### src/rtl/temp_limit_pkg.sv
package temp_limit_pkg;
  // ==========================================
  // register map
  localparam logic [7:0] OFF_LATCHED    = 8'h61;
  localparam logic [7:0] OFF_LIVE       = 8'h62;
  localparam logic [7:0] OFF_BEEP       = 8'h63;
  localparam logic [7:0] OFF_SRCSEL     = 8'h64;
  localparam logic [7:0] OFF_TRIPEN     = 8'h66;
  localparam logic [7:0] OFF_KIND       = 8'h6B;
  localparam logic [7:0] OFF_HYST1      = 8'h6C;
  localparam logic [7:0] OFF_HYST2      = 8'h6D;
  localparam logic [7:0] OFF_FAULT      = 8'h6F;
  localparam logic [7:0] OFF_WAKEEN     = 8'h60;
  localparam logic [7:0] OFF_IRQMASK    = 8'h68;
  // ==========================================
  // field positions
  localparam int BIT_CH2_TRIP = 6;
  localparam int BIT_CH1_TRIP = 5;
  localparam int BIT_CH2_HIGH = 2;
  localparam int BIT_CH1_HIGH = 1;
  localparam int BIT_BUS_ERR  = 5;
  localparam int BIT_TW_ERR   = 4;
  localparam int TRIP_SRC_LSB = 4;
  localparam int HIGH_SRC_LSB = 0;
  localparam int HYST1_LSB    = 4;
  localparam int HYST2_LSB    = 0;
  // ==========================================
  // masks of implemented bits and reset values
  localparam logic [7:0] EVT_MASK     = 8'h66;
  localparam logic [7:0] SRC_MASK     = 8'h33;
  localparam logic [7:0] TRIPEN_MASK  = 8'h06;
  localparam logic [7:0] FAULT_MASK   = 8'h36;
  localparam logic [7:0] TRIPEN_RST   = 8'h02;
  localparam logic [7:0] KIND_RST     = 8'h06;
  localparam logic [3:0] HYST_RST     = 4'h4;
  localparam logic [7:0] ZERO8        = 8'h00;
  // ==========================================
  // error codes from the thermal bus client
  localparam logic [15:0] BUS_ERR_A   = 16'h0080;
  localparam logic [15:0] BUS_ERR_B   = 16'h0081;
  // ==========================================
  // source selection for the channel-one comparisons
  typedef enum logic [1:0] {
    SRC_DIODE  = 2'h0,
    SRC_BUS    = 2'h1,
    SRC_TW_CPU = 2'h2,
    SRC_TW_MAX = 2'h3
  } source_e;
  typedef logic [7:0] temp_t;
endpackage

### src/rtl/limit_if.sv
`timescale 1ns/1ps
// carries one channel's comparison inputs and its results
interface limit_if;
  import temp_limit_pkg::*;
  logic  sample;
  temp_t tripTemp;
  temp_t highTemp;
  temp_t tripLimit;
  temp_t highLimit;
  logic [3:0] hyst;
  logic  tripLive;
  logic  highLive;
  logic  tripRise;
  logic  tripFall;
  logic  highRise;
  logic  highFall;
  modport ctl (output sample, tripTemp, highTemp, tripLimit, highLimit, hyst,
               input tripLive, highLive, tripRise, tripFall, highRise, highFall);
  modport cmp (input sample, tripTemp, highTemp, tripLimit, highLimit, hyst,
               output tripLive, highLive, tripRise, tripFall, highRise, highFall);
endinterface

### src/rtl/limit_compare.sv
`timescale 1ns/1ps
module limit_compare (
  input  wire logic clock,  // monitor clock
  input  wire logic rst,    // async reset
  input  wire logic ce,     // clock enable
  limit_if.cmp      lim     // channel comparison bundle
);
  import temp_limit_pkg::*;

  // ==========================================
  // hysteresis comparison
  function automatic logic hystNext(input logic cur, input temp_t t, input temp_t lim,
                                    input logic [3:0] h);
    logic [8:0] low;
    low = {1'b0, lim} - {5'h00, h};
    if (t > lim) return 1'b1;
    // a limit below the hysteresis never clears: nothing is below zero
    if (!low[8] && ({1'b0, t} < low)) return 1'b0;
    return cur;
  endfunction

  logic tripLive_r;
  logic highLive_r;
  logic tripNxt;
  logic highNxt;

  always_comb begin
    tripNxt = hystNext(tripLive_r, lim.tripTemp, lim.tripLimit, lim.hyst);
    highNxt = hystNext(highLive_r, lim.highTemp, lim.highLimit, lim.hyst);
  end

  // re-evaluated only on a fresh sample
  always_ff @(posedge clock or posedge rst) begin
    if (rst) begin
      tripLive_r <= 1'b0;
      highLive_r <= 1'b0;
    end else if (ce && lim.sample) begin
      tripLive_r <= tripNxt;
      highLive_r <= highNxt;
    end
  end

  assign lim.tripLive = tripLive_r;
  assign lim.highLive = highLive_r;
  assign lim.tripRise = ce && lim.sample && tripNxt && !tripLive_r;
  assign lim.tripFall = ce && lim.sample && !tripNxt && tripLive_r;
  assign lim.highRise = ce && lim.sample && highNxt && !highLive_r;
  assign lim.highFall = ce && lim.sample && !highNxt && highLive_r;
endmodule

### src/rtl/temp_limit_monitor.sv
// Overview of operation
// - channel-two trip live bit sets above trip limit, clears below limit minus hysteresis.
// - channel-one trip live bit sets above trip limit, clears below limit minus hysteresis.
// - channel-two high live bit sets above high limit, clears below limit minus hysteresis.
// - channel-one high live bit sets above high limit, clears below limit minus hysteresis.
// - trip beep enables, bits 6 and 5, drive beep when channel exceeds trip.
// - high beep enables, bits 2 and 1, drive beep when channel exceeds high.
// - bits 5-4 pick channel-one trip comparison source among four temperatures.
// - bits 1-0 pick channel-one high comparison source, same encoding.
// - trip enable bit 2 arms channel-two trip output, reset zero.
// - trip enable bit 1 arms channel-one trip output, reset one.
// - sensor kind bits 2 and 1 choose thermistor or transistor, reset one.
// - four-bit hysteresis per channel, reset 4, at bits 7-4 and 3-0.
// - thermal bus error bit 5 sets on client codes 0080 or 0081.
// - two-wire error bit 4 sets on missing acknowledge or timeout.
// - diode fault bits 2 and 1 show open or shorted diode.
// - latched bits set on both crossings; writing one clears, zero ignored.
// - wake enables drive wake event output when a limit is exceeded.
`timescale 1ns/1ps
module temp_limit_monitor
  import temp_limit_pkg::*;
(
  input  wire logic        clock,          // 40 MHz monitor clock
  input  wire logic        rst,            // async reset, active high
  input  wire logic        ce,             // clock enable, freezes state when low
  input  wire logic [7:0]  addr,           // register address
  input  wire logic [7:0]  wrData,         // write data
  input  wire logic        wrStb,          // write strobe
  input  wire logic        rdStb,          // read strobe
  output logic      [7:0]  rdData,         // read data, cycle after rdStb
  input  wire logic        ch1Sample,      // new channel-one samples valid
  input  wire logic        ch2Sample,      // new channel-two sample valid
  input  wire temp_limit_pkg::temp_t ch1Diode,    // channel-one diode temperature
  input  wire temp_limit_pkg::temp_t busTemp,     // thermal bus temperature
  input  wire temp_limit_pkg::temp_t twCpuTemp,   // two-wire processor temperature
  input  wire temp_limit_pkg::temp_t twMaxTemp,   // two-wire maximum temperature
  input  wire temp_limit_pkg::temp_t ch2Temp,     // channel-two temperature
  input  wire temp_limit_pkg::temp_t ch1TripLimit,// channel-one trip limit
  input  wire temp_limit_pkg::temp_t ch1HighLimit,// channel-one high limit
  input  wire temp_limit_pkg::temp_t ch2TripLimit,// channel-two trip limit
  input  wire temp_limit_pkg::temp_t ch2HighLimit,// channel-two high limit
  input  wire logic        busEnabled,     // thermal bus interface enabled
  input  wire logic        busDone,        // thermal bus answer pulse
  input  wire logic [15:0] busCode,        // thermal bus completion code
  input  wire logic        twEnabled,      // two-wire interface enabled
  input  wire logic        twNoAck,        // two-wire missing acknowledge pulse
  input  wire logic        twTimeout,      // two-wire timeout pulse
  input  wire logic        ch1DiodeBad,    // channel-one diode open or short
  input  wire logic        ch2DiodeBad,    // channel-two diode open or short
  output logic             ch1SensorKind,  // 1 transistor, 0 thermistor
  output logic             ch2SensorKind,  // 1 transistor, 0 thermistor
  output logic             overTempTrip,   // over-temperature trip output
  output logic             beep,           // beep request
  output logic             wakeEventOut,   // power-management wake event
  output logic             irq             // level interrupt
);
  import temp_limit_pkg::*;

  // ==========================================
  // register decode
  function automatic logic hit(input logic [7:0] a, input logic [7:0] off);
    return a == off;
  endfunction

  logic wrLatched;
  logic wrBeep;
  logic wrSrc;
  logic wrTripEn;
  logic wrKind;
  logic wrHyst1;
  logic wrHyst2;
  logic wrWake;
  logic wrMask;

  always_comb begin
    wrLatched = ce && wrStb && hit(addr, OFF_LATCHED);
    wrBeep    = ce && wrStb && hit(addr, OFF_BEEP);
    wrSrc     = ce && wrStb && hit(addr, OFF_SRCSEL);
    wrTripEn  = ce && wrStb && hit(addr, OFF_TRIPEN);
    wrKind    = ce && wrStb && hit(addr, OFF_KIND);
    wrHyst1   = ce && wrStb && hit(addr, OFF_HYST1);
    wrHyst2   = ce && wrStb && hit(addr, OFF_HYST2);
    wrWake    = ce && wrStb && hit(addr, OFF_WAKEEN);
    wrMask    = ce && wrStb && hit(addr, OFF_IRQMASK);
  end

  // ==========================================
  // configuration registers
  logic [7:0] beepEn_r;
  logic [7:0] srcSel_r;
  logic [7:0] tripEn_r;
  logic [7:0] kind_r;
  logic [3:0] hyst1_r;
  logic [3:0] hyst2_r;
  logic [7:0] wakeEn_r;
  logic [7:0] irqMask_r;

  always_ff @(posedge clock or posedge rst) begin
    if (rst) beepEn_r <= ZERO8;
    else if (wrBeep) beepEn_r <= wrData & EVT_MASK;
  end

  always_ff @(posedge clock or posedge rst) begin
    if (rst) srcSel_r <= ZERO8;
    else if (wrSrc) srcSel_r <= wrData & SRC_MASK;
  end

  always_ff @(posedge clock or posedge rst) begin
    if (rst) tripEn_r <= TRIPEN_RST;
    else if (wrTripEn) tripEn_r <= wrData & TRIPEN_MASK;
  end

  always_ff @(posedge clock or posedge rst) begin
    if (rst) kind_r <= KIND_RST;
    else if (wrKind) kind_r <= wrData & TRIPEN_MASK;
  end

  always_ff @(posedge clock or posedge rst) begin
    if (rst) begin
      hyst1_r <= HYST_RST;
      hyst2_r <= HYST_RST;
    end else begin
      if (wrHyst1) hyst1_r <= wrData[HYST1_LSB +: 4];
      if (wrHyst2) hyst2_r <= wrData[HYST2_LSB +: 4];
    end
  end

  always_ff @(posedge clock or posedge rst) begin
    if (rst) wakeEn_r <= ZERO8;
    else if (wrWake) wakeEn_r <= wrData & EVT_MASK;
  end

  always_ff @(posedge clock or posedge rst) begin
    if (rst) irqMask_r <= ZERO8;
    else if (wrMask) irqMask_r <= wrData & EVT_MASK;
  end

  assign ch1SensorKind = kind_r[BIT_CH1_HIGH];
  assign ch2SensorKind = kind_r[BIT_CH2_HIGH];

  // ==========================================
  // source selection and comparators
  function automatic temp_t pickSource(input logic [1:0] sel);
    source_e s;
    s = source_e'(sel);
    unique case (s)
      SRC_DIODE:  return ch1Diode;
      SRC_BUS:    return busTemp;
      SRC_TW_CPU: return twCpuTemp;
      SRC_TW_MAX: return twMaxTemp;
    endcase
  endfunction

  limit_if ch1 ();
  limit_if ch2 ();

  assign ch1.tripTemp  = pickSource(srcSel_r[TRIP_SRC_LSB +: 2]);
  assign ch1.highTemp  = pickSource(srcSel_r[HIGH_SRC_LSB +: 2]);
  assign ch1.sample    = ch1Sample;
  assign ch1.tripLimit = ch1TripLimit;
  assign ch1.highLimit = ch1HighLimit;
  assign ch1.hyst      = hyst1_r;
  assign ch2.sample    = ch2Sample;
  assign ch2.tripTemp  = ch2Temp;
  assign ch2.highTemp  = ch2Temp;
  assign ch2.tripLimit = ch2TripLimit;
  assign ch2.highLimit = ch2HighLimit;
  assign ch2.hyst      = hyst2_r;

  limit_compare u_cmp1 (
    .clock (clock),
    .rst   (rst),
    .ce    (ce),
    .lim   (ch1)
  );

  limit_compare u_cmp2 (
    .clock (clock),
    .rst   (rst),
    .ce    (ce),
    .lim   (ch2)
  );

  // ==========================================
  // live and latched status
  logic [7:0] live;
  logic [7:0] events;

  always_comb begin
    live = ZERO8;
    live[BIT_CH2_TRIP] = ch2.tripLive;
    live[BIT_CH1_TRIP] = ch1.tripLive;
    live[BIT_CH2_HIGH] = ch2.highLive;
    live[BIT_CH1_HIGH] = ch1.highLive;
    events = ZERO8;
    events[BIT_CH2_TRIP] = ch2.tripRise | ch2.tripFall;
    events[BIT_CH1_TRIP] = ch1.tripRise | ch1.tripFall;
    events[BIT_CH2_HIGH] = ch2.highRise | ch2.highFall;
    events[BIT_CH1_HIGH] = ch1.highRise | ch1.highFall;
  end

  logic [7:0] latched_r;

  always_ff @(posedge clock or posedge rst) begin
    if (rst) latched_r <= ZERO8;
    else if (ce) latched_r <= ((latched_r & ~(wrLatched ? wrData : ZERO8)) | events) & EVT_MASK;
  end

  // ==========================================
  // fault status
  logic busErr_r;
  logic twErr_r;
  logic [1:0] diode_r;

  always_ff @(posedge clock or posedge rst) begin
    if (rst) busErr_r <= 1'b0;
    else if (ce && busEnabled && busDone) busErr_r <= (busCode == BUS_ERR_A) || (busCode == BUS_ERR_B);
  end

  always_ff @(posedge clock or posedge rst) begin
    if (rst) twErr_r <= 1'b0;
    else if (ce && twEnabled && (twNoAck || twTimeout)) twErr_r <= 1'b1;
    else if (ce && !twEnabled) twErr_r <= 1'b0;
  end

  always_ff @(posedge clock or posedge rst) begin
    if (rst) diode_r <= 2'h0;
    else if (ce) diode_r <= {ch2DiodeBad, ch1DiodeBad};
  end

  // ==========================================
  // outputs
  // beep on exceed
  always_ff @(posedge clock or posedge rst) begin
    if (rst) beep <= 1'b0;
    else if (ce) beep <= |(live & beepEn_r);
  end

  always_ff @(posedge clock or posedge rst) begin
    if (rst) overTempTrip <= 1'b0;
    else if (ce) overTempTrip <= (ch1.tripLive && tripEn_r[BIT_CH1_HIGH])
                              || (ch2.tripLive && tripEn_r[BIT_CH2_HIGH]);
  end

  always_ff @(posedge clock or posedge rst) begin
    if (rst) wakeEventOut <= 1'b0;
    else if (ce) wakeEventOut <= |(live & wakeEn_r);
  end

  assign irq = |(latched_r & irqMask_r);

  // ==========================================
  // read port
  logic [7:0] rdNxt;

  always_comb begin
    unique case (addr)
      OFF_LATCHED: rdNxt = latched_r;
      OFF_LIVE:    rdNxt = live;
      OFF_BEEP:    rdNxt = beepEn_r;
      OFF_SRCSEL:  rdNxt = srcSel_r;
      OFF_TRIPEN:  rdNxt = tripEn_r;
      OFF_KIND:    rdNxt = kind_r;
      OFF_HYST1:   rdNxt = {hyst1_r, 4'h0};
      OFF_HYST2:   rdNxt = {4'h0, hyst2_r};
      OFF_FAULT:   rdNxt = {2'h0, busErr_r, twErr_r, 1'b0, diode_r, 1'b0};
      OFF_WAKEEN:  rdNxt = wakeEn_r;
      OFF_IRQMASK: rdNxt = irqMask_r;
      default:     rdNxt = ZERO8;
    endcase
  end

  always_ff @(posedge clock or posedge rst) begin
    if (rst) rdData <= ZERO8;
    else if (ce) rdData <= rdStb ? rdNxt : ZERO8;
  end
endmodule

### config.mk
export PLATFORM = sky130hd
export DESIGN_NAME = temp_limit_monitor
export DESIGN_NICKNAME = d
export VERILOG_FILES = /design/src/rtl/temp_limit_pkg.sv /design/src/rtl/limit_if.sv /design/src/rtl/limit_compare.sv /design/src/rtl/temp_limit_monitor.sv
export SDC_FILE = /design/constraint.sdc
export NUM_CORES = 1
export LEC_CHECK = 0
export BUFFER_PORTS_ARGS = -buffer_cell sky130_fd_sc_hd__buf_2
export CORE_ASPECT_RATIO = 1.4
export CORE_MARGIN = 4
export CORE_UTILIZATION = 45
export DETAILED_ROUTE_END_ITERATION = 8
export MAX_ROUTING_LAYER = met4
export PLACE_DENSITY = 0.76
export SLEW_MARGIN = 30
export SYNTH_ARGS = -nofsm -noshare
export SYNTH_HDL_FRONTEND = slang
export SYNTH_SLANG_ARGS = --single-unit
export TNS_END_PERCENT = 50
### constraint.sdc
create_clock -name clock -period 3.2 [get_ports clock]
set_input_delay 0.64 -clock clock [delete_from_list [all_inputs] [get_ports clock]]
set_output_delay 0.64 -clock clock [all_outputs]
set_load 0.05 [all_outputs]
# Word-level counts from Yosys, hierarchy flattened

Index checks and enable logic that the tools add are counted.

Multiplexer cells: 35
Equality and inequality tests: 19
Magnitude comparators: 8
Reduce and logical (&&, ||, !) cells: 61
$add $sub $neg: 4
Bitwise gates (word level): 10

Operators with widths:

| operator              | number |
|---|---|
| $eq A8 B7 Y1 const B  | 11 |
| $pmux W8 S11          | 1 |
| $pmux W8 S4           | 2 |
| $logic_and A1 B1 Y1   | 39 |
| $lt A8 B9 Y1          | 4 |
| $sub A8 B4 Y9         | 4 |
| $eq A16 B8 Y1 const B | 2 |
| $gt A8 B8 Y1          | 4 |
| $mux W1               | 30 |
| $and A7 B7 Y7         | 4 |
| $reduce_or A8 Y1      | 3 |
| $logic_not A1 Y1      | 13 |
| $eq A2 B2 Y1 const B  | 4 |
| $mux W8               | 1 |
| $mux W7               | 1 |
| $not A7 Y7            | 1 |
| $or A7 B7 Y7          | 1 |
| $eq A2 B1 Y1 const B  | 2 |
| $logic_not A2 Y1      | 2 |
| $or A1 B1 Y1          | 4 |
| $logic_or A1 B1 Y1    | 3 |
| $reduce_bool A2 Y1    | 1 |

Word-level logic and storage cells: 157
Register bits: 51
Bits of input ports: 118

# Longest topological paths before layout

Gate-level depths: netlist (run 1).

Depth after elaboration: 13
Gate-level depth with buffers: 13

# By module

A second synthesis (run 1) with hierarchy kept.

Cells, all modules: 536
Area total of the unflattened synthesis: 5132.4 µm²

Modules (own cells, without submodules):

| module             | area each (µm²) | instances | cells an instance |
|---|---|---|---|
| temp_limit_monitor | 2747.6          | 1         | 238 |
| limit_compare      | 1192.4          | 2         | 149 |

# Worst setup path before layout (run 1)

OpenSTA, ideal clock, no wires.

Kind: input port to flip-flop
From: input ch2HighLimit[0]
To: register u_cmp2.highLive_r, in the netlist u_cmp2.lim.highLive
Arrival: 3027 ps
Library setup time: 122 ps
Stages: 12
Path slack: 51 ps
Cell sequence: inv_1 -> ha_1 -> fa_1 -> nor2b_1 -> o21ai_0 -> nor2b_1 -> xnor2_1 -> ha_1 -> a21o_1 -> a2111oi_0 -> o211ai_1 -> a32o_1

Word-level cells in the longest chain between the ends: 7
Elaborated cells between the ends (all ways): 11
Classes of those cells: 1 x add/sub; 2 x order compare; 6 x mux; 2 x reduce/logical

Ends and longest elaborated chain:

| item                                             | line                     | text |
|---|---|---|
| start: declaration                               | temp_limit_monitor.sv:41 | `input wire temp_limit_pkg::temp_t ch2HighLimit,` |
| $sub A8 B4 Y9                                    | limit_compare.sv:15      | `low = {1'b0, lim} - {5'h00, h};` |
| $lt A8 B9 Y1 or $logic_not A1 Y1 (tied branches) | limit_compare.sv:18      | `if (!low[8] && ({1'b0, t} < low)) return 1'b0;` |
| $logic_and A1 B1 Y1                              | limit_compare.sv:18      |  |
| $mux W1 (2 in a row)                             | limit_compare.sv:18      |  |
| $mux W1                                          | limit_compare.sv:19      | `return cur;` |
| $mux W1 *                                        | limit_compare.sv:18      |  |
| end signal: assignment                           | limit_compare.sv:39      | `highLive_r <= highNxt;` |
| end: declaration                                 | limit_compare.sv:23      | `logic highLive_r;` |

Every way passes the cells marked *; elsewhere a longest branch is shown, timed or not. The select of a mux whose other input is x is not followed.
A chain may end at the register's enable or synchronous reset.

# Final worst setup path (run 1)

Ends and elaborated chain as after synthesis.

==> impl_metrics.ini, run 1 <==
[sta]
worst_slew_pin_slew_ps = 944
finalCriticalPeriod_ps = 3060
relSlewSlack_pct = 36.6
setup_ws_ps = 138
drv_slew = 0
whs_ps = 423
fin_skew_ps = 8.92
max_freq_mhz = 327
setup_viol = 0
final-hold-violation-count = 0
fin_crit_sh_pct = 95.7

[cts]
clockBufferDepth = 2
numCtsBuffers = 5
post_cts_buffers = 0
cts_sinks = 51
cts_tree = yes
hold_buffers = 0
htree_levels = 2
cts_root_buf = clkbuf_16
clk_pin_slew_ps = 60
clk_latency_ps = 300

[logic_synthesis]
synthArstFlopShare_pct = 100
ys_seq_area_share_pct = 24.6
yosys-top-cells-count = ha_1, inv_1, nand2_1, dfrtp_1, o21ai_0
yosysWarnings = 0
synth_top_area_share_pct = 22.1
synth_edf_count = 0
synth_area_leader_cell = dfrtp_1
synth_flop_cell = dfrtp_1
netlist_top_cells_area = dfrtp_1, ha_1, mux4_2
avgSynthCellArea_sq_um = 9.25
synthMostInstantiatedCell = ha_1
syn_nets = 761
synth_seq_cells = 51
syn_area_sq_mm = 0.00521
synth_cells = 563
synth_cell_types = 66

[routing]
wl_microns = 15600
wl_per_cell_microns = 18.3
drc_errors = 0
viasPerCell = 5.94
wl_met2_microns = 8200
dr.pass1.iters = 5
antenna_left = 0
top_layer = met4
m1WireLength_microns = 5490
vias = 5051
wl_met3_microns = 981
initialDrtViolationCount = 386

[power_and_ir_drop]
ir_drop_mv = 0.185
p_per_area_mw_per_mm2 = 318
total_power_mw = 2.01
p_leak_nw = 3.04

[cells_and_area]
finalNetCount = 903
diodes = 0
stdcell_count = 850
drive_gt1_share_pct = 31.0
design_area_sq_mm = 0.00632
area_growth_pct = 21.4

[global_routing]
grt_pass1_wl_microns = 24900
overflow = 0
grt_max_degree = 52
grt_antenna_before_repair = 0
grt.total_usage_pct = 23.7
grt_pass1_vias = 5323

[place]
dpl_worst_slack_ps = -292
io_buffers = 130
dp.cells = 842
dpl-instance-area_sq_mm = 0.00611
gp_congestion = 0.996
dp_hpwl_microns = 13100

[setup_path]
crit_slowest_cell = fa_1
crit_path_cell_trace = buf_2 > inv_1 > ha_1 > fa_1 > nor2b_1 > o21ai_1 > nor2b_1 > xnor2_1 > ha_1 > a21o_1 > a2111oi_4 > buf_4 > o211ai_1 > a32o_1
worstPathArrival_ps = 3250
slowest_delay_ps = 390
startpoint_type = primary input
endpoint_kind = flip-flop
ff2ff_path_depth = 12
cp_max_fo = 4
required_ps = 3380
crit_type = primary input to flip-flop

[floorplan]
dieArea_sq_mm = 0.0134
core_area_sq_mm = 0.0113
start_util_pct = 45.9
rows = 46
pin_count = 132
die_x_microns = 98.9
die_y_microns = 135

[outcome]
outcome = finished, final reports clean

[job]
drv_cap = 0

[hold_path]
hp-class = primary input to async pin
## per-layer routing
layer	track usage, %	up-vias
li1	-	2387
met3	4.02	66
met2	43.1	235
met1	23.9	2363
met5	-	-
met4	12.9	0
## through the flow
stage                     util (%)  TNS, ps
after global placement        53.9     -642
after global routing          55.7    -2.19
after floorplan                  -        0
final                         55.7        0
after CTS                     55.4        0
after detailed placement      53.9    -1120
## cell type report
type	instances	area, sq um
repair buffers	150	801
clock buffers	6	139
clock inverters	2	35.0
multi-input cells	442	3670
fillers	1035	5020
flip-flops and latches	51	1280
inverters	55	209
well taps	144	180
## state kept, by name (all words and copies together) (netlist names), 2 cells and up
signal	flops
rdData	8
irqMask_r	4
diode_r	2
ch2.hyst	4
srcSel_r	4
wakeEn_r	4
ch1.hyst	4
kind_r	2
latched_r	4
tripEn_r	2
beepEn_r	4
## power by group
| group | internal, mW | switching, mW |
|---|---|---|
| clock network | 0.389 | 0.234 |
| logic | 0.304 | 0.353 |
| registers | 0.681 | 0.0501 |
| total | 1.37 | 0.638 |
## worst max-delay path, delay by kind of cell
family                     cells  cell delay, ps
AOI/OAI and AO/OA              5             960
adders and majority gates      3             900
and+or+nand+nor                2             310
buffers and inverters          3             300
xor gates and xnor gates       1             120
## placed cells by master, fill, tap and decap left out, types with 17 or more instances in the layout
cell and n:
mux4_2 18, buf_4 20, nand2_1 53, dfrtp_1 46, inv_1 53, nor2b_1 17, a21oi_1 18, nor2_1 26
ha_1 76, o21ai_0 33, buf_2 130
## path summary, 6_finish.rpt
check	start	endpoint	slack, ps
max	ch2HighLimit[0]	u_cmp2.lim.highLive	140
min	rst	beep	420
max reg2reg	ch2.hyst[0]	u_cmp2.lim.highLive	170
min reg2reg	rdData[3]	rdData[3]	490
max in group asynchronous	rst	ch2.hyst[0]	2340
min in group clock	rdData[3]	rdData[3]	490
## kinds of logic (layout without fill, tap and decap cells)
logic type / count (synthesis) / in the layout / synth area share (%)
compound gates: 138 / 138 / 18.0
flops: 51 / 51 / 24.6
fa+ha+maj: 80 / 80 / 19.8
buf+inv: 70 / 213 / 5.55
mux: 35 / 35 / 11.4
simple gates: 166 / 166 / 16.8
xor+xnor: 23 / 23 / 3.87
## repair_timing
item                                    in CTS  in global routing
endpoints found under the setup margin       1                  7
pin swaps                                    0                  3
gates resized for setup                      1                 10
Note: power is estimated with default switching activity, not from simulation.
==> run 2: changes to the inputs <==
--- a/config.mk
+++ b/config.mk
@@ -5,10 +5,12 @@
 export SDC_FILE = /design/constraint.sdc
 export NUM_CORES = 1
 export LEC_CHECK = 0
+export ABC_AREA = 1
 export BUFFER_PORTS_ARGS = -buffer_cell sky130_fd_sc_hd__buf_2
 export CORE_ASPECT_RATIO = 1.4
 export CORE_MARGIN = 4
 export CORE_UTILIZATION = 45
+export CTS_BUF_LIST = sky130_fd_sc_hd__clkbuf_4 sky130_fd_sc_hd__clkbuf_8 sky130_fd_sc_hd__clkbuf_16
 export DETAILED_ROUTE_END_ITERATION = 8
 export MAX_ROUTING_LAYER = met4
 export PLACE_DENSITY = 0.76
==> run 2 against run 1 <==
  * Power shrank 5.6%
  * Synthesized area rose by 2.5%
  * Clock power down 0.8%
  * Sequential power down 2%
  * Non-clock buffer count decreased by 17
  * Final area about the same
  * Register-to-register slack improved by 180 ps
  * First-iteration DRC count fell by 9.1%
  * Fmax rose by 7.5%
  * Count of clock-buffer cells in the layout shrank 1
  * Highest routed layer unchanged
  * Sequential share of layout area is essentially flat
==> impl_metrics.ini, run 2 <==
[outcome]
outcome = finished, final reports clean

[sta]
fin_crit_sh_pct = 89.0
drv_slew = 0
setup_ws_ps = 352
setup_viol = 0
relSlewSlack_pct = 58.2
finalCriticalPeriod_ps = 2850
rsz0062_at_grt = no
fin_skew_ps = 10.4
max_freq_mhz = 351
tns_ps = 0
worst_slew_pin_slew_ps = 627
final-hold-violation-count = 0

[logic_synthesis]
yosys-top-cells-count = nand2_1, inv_1, ha_1, nor2_1, o21ai_0
synthArstFlopShare_pct = 100
ys_seq_area_share_pct = 24.0
synth_seq_cells = 51
synth_cell_types = 38
synth_area_leader_cell = dfrtp_1
yosysWarnings = 0
synthMostInstantiatedCell = nand2_1
syn_area_sq_mm = 0.00534
synth_cells = 794
synth_edf_count = 0
avgSynthCellArea_sq_um = 6.72
syn_nets = 992
synth_top_area_share_pct = 21.6
synth_flop_cell = dfrtp_1
netlist_top_cells_area = dfrtp_1, ha_1, nand2_1

[cts]
clk_latency_ps = 300
hold_buffers = 0
numCtsBuffers = 5
clk_pin_slew_ps = 70
post_cts_buffers = 0
cts_sinks = 51
cts_tree = yes
post_cts_resized = 0
htree_levels = 2
cts_root_buf = clkbuf_16
clockBufferDepth = 2

[routing]
initialDrtViolationCount = 351
viasPerCell = 5.26
wl_per_cell_microns = 14.3
drc_errors = 0
dr.pass1.iters = 5
wl_microns = 15300
vias = 5625
antenna_left = 0

[power_and_ir_drop]
p_leak_nw = 3.53
ir_drop_mv = 0.192
switching_share_pct = 33.0
clockPowerShare_pct = 32.6
power_frac_seq_pct = 37.6
p_int_mw = 1.27
combinationalPowerShare_pct = 29.8
p_sw_uw = 627
p_per_area_mw_per_mm2 = 300

[global_routing]
grt_pass1_vias = 5493
grt_antenna_before_repair = 0
grt_pass1_wl_microns = 24800
overflow = 0
grt.total_usage_pct = 23.2
grt_max_degree = 52

[floorplan]
rows = 46
die_x_microns = 100
dieArea_sq_mm = 0.0137
core_area_sq_mm = 0.0115
die_y_microns = 137
pin_count = 132
start_util_pct = 46.6

[place]
io_buffers = 130
dp_hpwl_microns = 12900
gp_congestion = 0.971
dpl_worst_slack_ps = 152

[cells_and_area]
finalNetCount = 1123
area_growth_pct = 18.5
drive_gt1_share_pct = 16.8
fillers = 1160
regMostFlops = rdData
largest_reg_flops = 8
diodes = 0
layout_commonest_cell = nand2_1
most-common-layout-cells = nand2_1, buf_2, inv_1, ha_1, nor2_1

[setup_path]
worstPathArrival_ps = 3030
endpoint_kind = flip-flop
startpoint = ch1.hyst[2]
required_ps = 3390
cpMostUsedCell = nand2_1
reg2reg_from = ch1.hyst[2]
crit_slowest_cell = dfstp_2
reg2reg_slack_ps = 350
slowest_delay_ps = 530
crit_type = flip-flop to flip-flop
cp_max_fo = 4
reg2reg_to = u_cmp1.lim.tripLive
crit_path_cell_trace = inv_1 > ha_1 > nand2_1 > nor2_1 > a211oi_1 > o21ai_0 > nor2_1 > nand2_1 > xor2_1 > ha_1 > a21oi_1 > nand2_1 > nor2_1 > nand2_1 > nand2_1 > o21ai_0
ff2ff_path_depth = 16
startpoint_type = flip-flop

[job]
drv_cap = 0

[hold_path]
hp-class = primary input to async pin
## run 2: cell count changes after synthesis, moves of 18 or more
cell	before	now
a21oi_1	19	40
inv_1	54	119
mux4_2	18	0
nand2_1	53	222
nand3_1	15	41
nor2_1	26	65
o21ai_1	1	19
## run 2: logic make-up (layout without fill, tap and decap cells)
family                   after synthesis  in the layout  share of synthesized area [%]
AND/OR/NAND/NOR                      362            362                           28.2
AO/OA/AOI/OAI                        141            141                           14.8
XOR/XNOR                              23             23                           3.77
flip-flops                            51             51                           24.0
buffers and inverters                136            268                           9.68
adder cells (fa/ha/maj)               80             80                           19.3
multiplexers                           1              1                          0.211
## run 2: metrics by stage
stage / util (%) / power (mW) / hold slack, ps / instances / instance area [sq um]
6_report: 55.2 / 1.90 / 427 / 1070 / 6330
5_1_grt: 55.2 / 2.03 / 487 / 1070 / 6330
4_1_cts: 55.2 / 1.91 / 450 / 1070 / 6330
3_5_place_dp: 53.7 / 1.29 / 461 / 1062 / 6150
3_3_place_gp: 53.7 / 1.28 / 461 / 1062 / 6150
2_1_floorplan: - / 1.08 / 442 / 794 / 5340
## run 2: cell type report
cell class                 instances  area, sq um  share of cell area, %
clock buffer                       5          125                   1.98
clock inverter                     3         46.3                  0.732
inverter                         127          479                   7.58
multi-input combinational        607         3540                   56.0
sequential                        51         1280                   20.3
tap                              144          180                   2.85
timing repair buffer             133          673                   10.6
## run 2: critical path: cells and delay by family, from the launching register on
family / cells / cell delay [ps]
adders and majority gates: 2 / 630
AOI/OAI and AO/OA: 4 / 720
DFF: 1 / 530
buffers and inverters: 1 / 100
xor gates and xnor gates: 1 / 140
and+or+nand+nor: 8 / 610
## run 2: power by group through the flow
stage	logic [mW]	registers [mW]	clock network, mW
after detailed placement	0.570	0.724	0
after CTS	0.573	0.712	0.628
after global placement	0.557	0.724	0
after global routing	0.660	0.718	0.655
after floorplan	0.361	0.723	0
final	0.566	0.714	0.618
## run 2: metal layers
| metal | GRT usage (%) | vias to the layer above | share of wire, % |
|---|---|---|---|
| met4 | 12.4 | 0 | 5.5 |
| li1 | - | 2866 | - |
| met2 | 43.1 | 184 | 53 |
| met1 | 23.7 | 2520 | 36 |
| met5 | - | - | 0 |
| met3 | 2.29 | 55 | 5.4 |
## run 2: worst max path at each step
stage	end	slack (ps)	depth (start not counted)
2_1_floorplan	latched_r[6]	580	21
3_3_place_gp	latched_r[6]	210	22
3_5_place_dp	latched_r[6]	150	22
4_1_cts	u_cmp1.lim.highLive	320	16
5_1_grt	u_cmp1.lim.highLive	60	16
6_report	u_cmp1.lim.tripLive	350	16
